[src/irq_flags_pkg.sv]
// package: register map, field positions and reset values of the peripheral request flags
package irq_flags_pkg;
    localparam logic [11:0] off_request_0 = 12'h000;
    localparam logic [11:0] off_request_1 = 12'h004;
    localparam logic [11:0] off_request_2 = 12'h008;
    localparam logic [11:0] off_change_flags = 12'h00c;
    localparam logic [11:0] off_rising_mask = 12'h010;
    localparam logic [11:0] off_falling_mask = 12'h014;
    // request 0 fields
    localparam int pos_timer_zero = 5;
    localparam int pos_pin_change = 4;
    localparam int pos_ext_pin = 0;
    localparam logic [7:0] request_0_used = 8'h31;
    localparam logic [7:0] request_0_writable = 8'h21;
    // request 1 fields
    localparam int pos_timer_one_gate = 7;
    localparam int pos_conversion = 6;
    localparam int pos_serial_rx = 5;
    localparam int pos_serial_tx = 4;
    localparam int pos_port_one = 3;
    localparam int pos_port_one_coll = 2;
    localparam int pos_timer_two = 1;
    localparam int pos_timer_one_ovf = 0;
    localparam logic [7:0] request_1_writable = 8'hcf;
    // request 2: all eight bits hardware set, software cleared
    localparam logic [7:0] request_2_writable = 8'hff;
    localparam logic [7:0] flags_reset = 8'h00;
    localparam logic [31:0] read_zero = 32'h0000_0000;
endpackage : irq_flags_pkg

[src/peripheral_irq_flags.sv]
// top: three peripheral interrupt request registers with pin-change bank behind apb
//
// Added by the designer: the address map and register access over APB.
`timescale 1ns/100ps
`default_nettype none
module peripheral_irq_flags #(
    parameter int pins = 8
) (
    input wire logic pclk,
    input wire logic presetn,
    input wire logic psel,
    input wire logic penable,
    input wire logic pwrite,
    input wire logic [11:0] paddr,
    input wire logic [31:0] pwdata,
    input wire logic [3:0] pstrb,
    output logic [31:0] prdata,
    output logic pready,
    output logic pslverr,
    input wire logic [pins-1:0] pin_in,
    input wire logic ext_pin_in,
    input wire logic timer_zero_overflow,
    input wire logic timer_one_gate_close,
    input wire logic conversion_done,
    input wire logic rx_buffer_not_empty,
    input wire logic tx_buffer_empty,
    input wire logic port_one_done,
    input wire logic port_one_collision,
    input wire logic timer_two_match,
    input wire logic timer_one_overflow,
    input wire logic [7:0] request_2_events,
    output logic [7:0] irq_request_0,
    output logic [7:0] irq_request_1,
    output logic [7:0] irq_request_2
);
    if (pins < 1 || pins > 32) begin : g_bad_pins
        $error("peripheral_irq_flags: pins must be 1..32");
    end

    ////////////////////////////////////////////////////////////////////////////////
    // state

    typedef struct packed {
        logic [7:0] req0;
        logic [7:0] req1;
        logic [7:0] req2;
        logic [pins-1:0] rise_mask;
        logic [pins-1:0] fall_mask;
        logic ext_sync_a;
        logic ext_sync_b;
        logic ext_last;
        logic [31:0] rdata;
        logic ready;
        logic err;
        logic [7:0] out0;
        logic [7:0] out1;
        logic [7:0] out2;
    } flags_state_t;

    flags_state_t state;
    flags_state_t next_state;
    logic [pins-1:0] change_flags;
    logic [pins-1:0] change_clear;
    logic summary;
    logic wr_access;
    logic rd_access;
    logic [7:0] clear0;
    logic [7:0] clear1;
    logic [7:0] clear2;
    logic [7:0] set0;
    logic [7:0] set1;
    logic [7:0] view0;
    logic [7:0] view1;
    logic [31:0] wide_pwdata;
    logic mapped;

    pin_change_detect #(
        .pins(pins)
    ) u_detect (
        .pclk(pclk),
        .presetn(presetn),
        .pin_in(pin_in),
        .rising_edge_mask(state.rise_mask),
        .falling_edge_mask(state.fall_mask),
        .clear_bits(change_clear),
        .per_pin_change_flags(change_flags)
    );

    ////////////////////////////////////////////////////////////////////////////////
    // bus decode

    // zero-wait slave: pready answers in the first access cycle
    assign wr_access = psel && penable && pwrite && state.ready;
    assign rd_access = psel && !penable && !pwrite;
    assign wide_pwdata = pwdata;

    always_comb begin
        mapped = (paddr == irq_flags_pkg::off_request_0) || (paddr == irq_flags_pkg::off_request_1)
            || (paddr == irq_flags_pkg::off_request_2) || (paddr == irq_flags_pkg::off_change_flags)
            || (paddr == irq_flags_pkg::off_rising_mask) || (paddr == irq_flags_pkg::off_falling_mask);
    end

    // software writes zero to clear a request flag, as on a plain bit write; ones leave it
    always_comb begin
        clear0 = '0;
        clear1 = '0;
        clear2 = '0;
        change_clear = '0;
        if (wr_access && pstrb[0]) begin
            // only writable positions take a clear
            if (paddr == irq_flags_pkg::off_request_0) begin
                clear0 = ~wide_pwdata[7:0] & irq_flags_pkg::request_0_writable;
            end
            if (paddr == irq_flags_pkg::off_request_1) begin
                clear1 = ~wide_pwdata[7:0] & irq_flags_pkg::request_1_writable;
            end
            if (paddr == irq_flags_pkg::off_request_2) begin
                clear2 = ~wide_pwdata[7:0] & irq_flags_pkg::request_2_writable;
            end
        end
        // per-pin flags clear on writing a one, so other pins are not disturbed
        if (wr_access && paddr == irq_flags_pkg::off_change_flags) begin
            change_clear = wide_pwdata[pins-1:0];
        end
    end

    ////////////////////////////////////////////////////////////////////////////////
    // hardware set terms

    // summary is a live or of the per-pin flags
    assign summary = |change_flags;

    always_comb begin
        set0 = '0;
        set1 = '0;
        set0[irq_flags_pkg::pos_timer_zero] = timer_zero_overflow;
        set0[irq_flags_pkg::pos_ext_pin] = state.ext_sync_b && !state.ext_last;
        set1[irq_flags_pkg::pos_timer_one_gate] = timer_one_gate_close;
        set1[irq_flags_pkg::pos_conversion] = conversion_done;
        set1[irq_flags_pkg::pos_port_one] = port_one_done;
        set1[irq_flags_pkg::pos_port_one_coll] = port_one_collision;
        set1[irq_flags_pkg::pos_timer_two] = timer_two_match;
        set1[irq_flags_pkg::pos_timer_one_ovf] = timer_one_overflow;
    end

    always_comb begin
        view0 = state.req0 & irq_flags_pkg::request_0_writable;
        // read only summary in its bit
        view0[irq_flags_pkg::pos_pin_change] = summary;
        view1 = state.req1 & irq_flags_pkg::request_1_writable;
        view1[irq_flags_pkg::pos_serial_rx] = rx_buffer_not_empty;
        view1[irq_flags_pkg::pos_serial_tx] = tx_buffer_empty;
    end

    ////////////////////////////////////////////////////////////////////////////////
    // next state

    always_comb begin
        next_state = state;
        next_state.ext_sync_a = ext_pin_in;
        next_state.ext_sync_b = state.ext_sync_a;
        next_state.ext_last = state.ext_sync_b;
        // no enable gates the set terms
        // set wins over a same cycle clear
        next_state.req0 = ((state.req0 & ~clear0) | set0) & irq_flags_pkg::request_0_writable;
        next_state.req1 = ((state.req1 & ~clear1) | set1) & irq_flags_pkg::request_1_writable;
        next_state.req2 = (state.req2 & ~clear2) | request_2_events;
        if (wr_access && paddr == irq_flags_pkg::off_rising_mask) begin
            next_state.rise_mask = wide_pwdata[pins-1:0];
        end
        if (wr_access && paddr == irq_flags_pkg::off_falling_mask) begin
            next_state.fall_mask = wide_pwdata[pins-1:0];
        end
        next_state.ready = psel && !penable;
        next_state.err = psel && !penable && !mapped;
        next_state.rdata = irq_flags_pkg::read_zero;
        if (rd_access) begin
            unique case (paddr)
                irq_flags_pkg::off_request_0: next_state.rdata = {24'h00_0000, view0};
                irq_flags_pkg::off_request_1: next_state.rdata = {24'h00_0000, view1};
                irq_flags_pkg::off_request_2: next_state.rdata = {24'h00_0000, state.req2};
                irq_flags_pkg::off_change_flags: next_state.rdata = 32'(change_flags);
                irq_flags_pkg::off_rising_mask: next_state.rdata = 32'(state.rise_mask);
                irq_flags_pkg::off_falling_mask: next_state.rdata = 32'(state.fall_mask);
                default: next_state.rdata = irq_flags_pkg::read_zero;
            endcase
        end
        next_state.out0 = view0;
        next_state.out1 = view1;
        next_state.out2 = state.req2;
    end

    always_ff @(posedge pclk or negedge presetn) begin
        if (!presetn) begin
            state <= '0;
        end else begin
            state <= next_state;
        end
    end

    assign prdata = state.rdata;
    assign pready = state.ready;
    assign pslverr = state.err;
    assign irq_request_0 = state.out0;
    assign irq_request_1 = state.out1;
    assign irq_request_2 = state.out2;
endmodule : peripheral_irq_flags
`default_nettype wire

[src/pin_change_detect.sv]
// per-pin edge detector with rising and falling masks and sticky change flags
`timescale 1ns/100ps
`default_nettype none
module pin_change_detect #(
    parameter int pins = 8
) (
    input wire logic pclk,
    input wire logic presetn,
    input wire logic [pins-1:0] pin_in,
    input wire logic [pins-1:0] rising_edge_mask,
    input wire logic [pins-1:0] falling_edge_mask,
    input wire logic [pins-1:0] clear_bits,
    output logic [pins-1:0] per_pin_change_flags
);
    if (pins < 1 || pins > 32) begin : g_bad_pins
        $error("pin_change_detect: pins must be 1..32");
    end

    typedef struct packed {
        logic [pins-1:0] sync_a;
        logic [pins-1:0] sync_b;
        logic [pins-1:0] last;
        logic [pins-1:0] flags;
    } detect_state_t;

    detect_state_t state;
    detect_state_t next_state;

    always_comb begin
        next_state = state;
        next_state.sync_a = pin_in;
        next_state.sync_b = state.sync_a;
        next_state.last = state.sync_b;
        // only enabled edges set a flag; set wins over clear
        next_state.flags = (state.flags & ~clear_bits)
            | (rising_edge_mask & state.sync_b & ~state.last)
            | (falling_edge_mask & ~state.sync_b & state.last);
    end

    always_ff @(posedge pclk or negedge presetn) begin
        if (!presetn) begin
            state <= '0;
        end else begin
            state <= next_state;
        end
    end

    assign per_pin_change_flags = state.flags;
endmodule : pin_change_detect
`default_nettype wire

[config.mk]
export PLATFORM = sky130hd
export DESIGN_NAME = peripheral_irq_flags
export DESIGN_NICKNAME = d
export VERILOG_FILES = /design/src/irq_flags_pkg.sv /design/src/peripheral_irq_flags.sv /design/src/pin_change_detect.sv
export SDC_FILE = /design/constraint.sdc
export NUM_CORES = 1
export LEC_CHECK = 0
export ABC_AREA = 1
export BUFFER_PORTS_ARGS = -buffer_cell sky130_fd_sc_hd__buf_4
export CAP_MARGIN = 20
export CORE_MARGIN = 2
export CORE_UTILIZATION = 45
export CTS_CLUSTER_DIAMETER = 30
export DETAILED_ROUTE_END_ITERATION = 10
export PLACE_DENSITY = 0.82
export SKIP_LAST_GASP = 1
export SLEW_MARGIN = 10
export SYNTH_ARGS = -nofsm -noshare
export SYNTH_HDL_FRONTEND = slang
export SYNTH_SLANG_ARGS = --single-unit
[constraint.sdc]
create_clock -name pclk -period 1.7 [get_ports pclk]
set_clock_uncertainty 0.2 [all_clocks]
set_input_delay 0.17 -clock pclk [delete_from_list [all_inputs] [get_ports pclk]]
set_output_delay 0.17 -clock pclk [all_outputs]
set_load 0.05 [all_outputs]
==> impl_results.md <==
- Status: completed
- CTS buffer count: 9
- Clock Tree Buf Depth: 2
- Ranking of synthesized cells by area: dfrtp_1 57%, buf_4 10%, nand2_1 7.4%
- Worst Hold Class: input pin to asynchronous set/reset pin
- Max frequency: 605 MHz
- Cells on worst reg2reg path: 6
- Yosys cell types: 25
- Final worst slack: 0.0482 ns
- Share of layout cells above drive strength 1: 0.228
- Setup CP Type: input pin to register
- Tot GR Track Use: 0.200
- Diode count: 0
- Finish-stage setup viols: 0
- Die area: 10200 um2
- Largest net degree at the start of global routing: 55
- Finished Core Util: 0.586
- Leakage Power: 2.60 nW
- Final Hold Viols: 0
- First-pass GRT wire length: 15600 um
- Placed Instances: 617
- Crit path launch: pwrite
- Area delta synth->final: 27.0%
- I/O Buffers: 80
- Syn avg cell area: 9.42 um2
- DR WL/cell: 14.3 um
- Clock Latency Late Sink: 0.37 ns
- Synth Cell Area: 4220 um2
- Synth Register Bits: 96
- Io pins: 137
- Crit path required time: 1.75 ns
- Antenna Nets Post-Route: 0
- Total power: 0.00449 W
- Root buf cell: clkbuf_8
- RSZ-0062 raised after global routing: yes
- WP data arrival: 1.70 ns
- # Max-Cap Violations: 0
- Worst Path Max Fanout: 8
- Worst-path clk slew: 0.09 ns
- Die width: 101 um
- Area used by multi-input combinational logic: 1250 um2
- Post-Route WL: 9640 um
- Vias: 3277
- Startpoint type of the worst setup path: input pin
- DRC: 0
- Critical path endpoint category: register
- Hold Slack: 0.122 ns
- Share of Yosys cell area claimed by the top area cell type: 0.569
- Clk sinks: 96
- CTS tree: built
- Half-perimeter wire length after placement: 6430 um
- Filler Cell Count: 734
- Initial Utilization: 0.461
- Row cnt: 35
- Slew Limit Fails: 0
- Fin crit period: 1.65 ns
- Nets: 635
- Final non-filler cell total: 672
- Ys Warns: 0
- Die extent in y: 101 um
- Sequential area share after synthesis: 0.569
- Period utilization: 0.972
- Worst r2r src: pready$_DFF_PN0_
- 1st-pass router iterations: 5
- Initial antenna violation count: 0
- Number of H-tree levels: 3
- Storage element area: 2400 um2
- Core Area: 9150 um2
- DRT iter0 DRCs: 163
- Max IR drop VDD: 450 uV
- Placer congestion estimate: 0.872
- Dpl ws: 0.0619 ns
- Grt ovf: 0
- Vias/cell: 4.88
- Vias in the first global route: 3348
- Gate Count Post-Synth: 448
- Leading area contributor after synthesis: dfrtp_1
- PD cells: 837 nW/um2
final cells by class:
class / count / area share
clock buffers: 12 / 0.0289
flip-flops and latches: 96 / 0.448
repair buffers: 133 / 0.214
multi-input cells: 264 / 0.232
well taps: 111 / 0.0259
inverters: 52 / 0.0364
clock inverters: 4 / 0.0142
registers in the layout, indices dropped and copies added (netlist names):
register / flops
pready: 1
u_detect.next_state: 16
prdata: 8
state: 17
irq_request_0: 3
u_detect.per_pin_change_flags: 8
next_state: 18
u_detect.state: 8
irq_request_2: 8
irq_request_1: 8
pslverr: 1
through the flow:
stage	setup TNS, ns	cell area [um2]
2_1_floorplan	0	4330
3_3_place_gp	0	4740
3_5_place_dp	0	4740
4_1_cts	0	5360
5_1_grt	-0.0473	5360
6_report	0	5360
cells by family after synthesis:
kind of cell    after synthesis  share of synthesized area
compound gates               42                     0.0525
buf+inv                     116                      0.160
flops                        96                      0.569
other cells                   1                   0.000889
simple gates                193                      0.217
where the power goes:
part / switching, W / total [W] / internal [W]
sequential: 0.0000160 / 0.00233 / 0.00232
clock: 0.000771 / 0.00168 / 0.000912
combinational: 0.000298 / 0.000469 / 0.000171
path summary, 6_finish.rpt:
kind                       slack (ns)                                end
setup / recovery                 0.05            next_state[9]$_DFF_PN0_
hold / removal                   0.12                state[58]$_DFF_PN0_
setup reg to reg                 0.13            next_state[9]$_DFF_PN0_
hold reg to reg                  0.15  u_detect.next_state[11]$_DFF_PN0_
max in group asynchronous        0.43         irq_request_1[5]$_DFF_PN0_
min in group pclk                0.15  u_detect.next_state[11]$_DFF_PN0_
layer usage:
| layer | vias to the layer above | GRT usage | part of all wire |
|---|---|---|---|
| met3 | 24 | 0.0361 | 0.069 |
| met5 | - | 0 | 0 |
| li1 | 1544 | - | - |
| met1 | 1557 | 0.239 | 0.39 |
| met4 | 0 | 0.113 | 0.032 |
| met2 | 152 | 0.341 | 0.50 |
critical path: stages:
cell           delay [ns]
dlygate4sd3_1        0.53
buf_4                0.11
nand4_1              0.20
nor2_1               0.14
buf_4                0.17
nand2_1              0.08
o21ai_0              0.21
nand2_1              0.09
cell usage after synthesis:
cell      instances
buf_6             1
nand2_4           1
buf_8             1
nand3_4           2
buf_2             4
buf_4            58
dfrtp_1          96
o21ai_1           2
o21bai_1          3
a21oi_1           3
inv_2             1
nand2_2           3
inv_1            51
nand2_1          83
o21ai_0          32
o22ai_1           1
a21o_1            1
nand3_2           3
conb_1            1
nor2_4            4
nand4_1           2
nor2_8            1
nor2_2            3
nor2_1           34
nand3_1          57
repair_timing:
item | in CTS | in global routing
hold endpoints to repair | 156 | 0
endpoints found under the setup margin | 0 | 9
resized for setup | 0 | 4
setup buffers | 0 | 0
hold buffers | 39 | 0
cell usage in the layout (no fill, tap or decap):
cell	synthesis	final
dfrtp_1	96	95
buf_4	58	90
nand2_1	83	83
nand3_1	57	57
inv_1	51	51
dlygate4sd3_1	0	39
nor2_1	34	34
conb_1	1	29
o21ai_0	32	28
clkbuf_8	0	11
o21ai_1	2	6
nor2_4	4	4
buf_12	0	4
nor2_2	3	3
nand2_2	3	3
o21bai_1	3	3
nand3_2	3	3
a21oi_1	3	3
nand4_1	2	2
nand3_4	2	2
bufinv_16	0	2
inv_2	1	1
nand2_4	1	1
a21o_1	1	1
nor2_8	1	1
o22ai_1	1	1
clkinvlp_4	0	1
clkbuf_1	0	1
clkinv_4	0	1
dfrtp_2	0	1
Note: power is estimated with default switching activity, not from simulation.
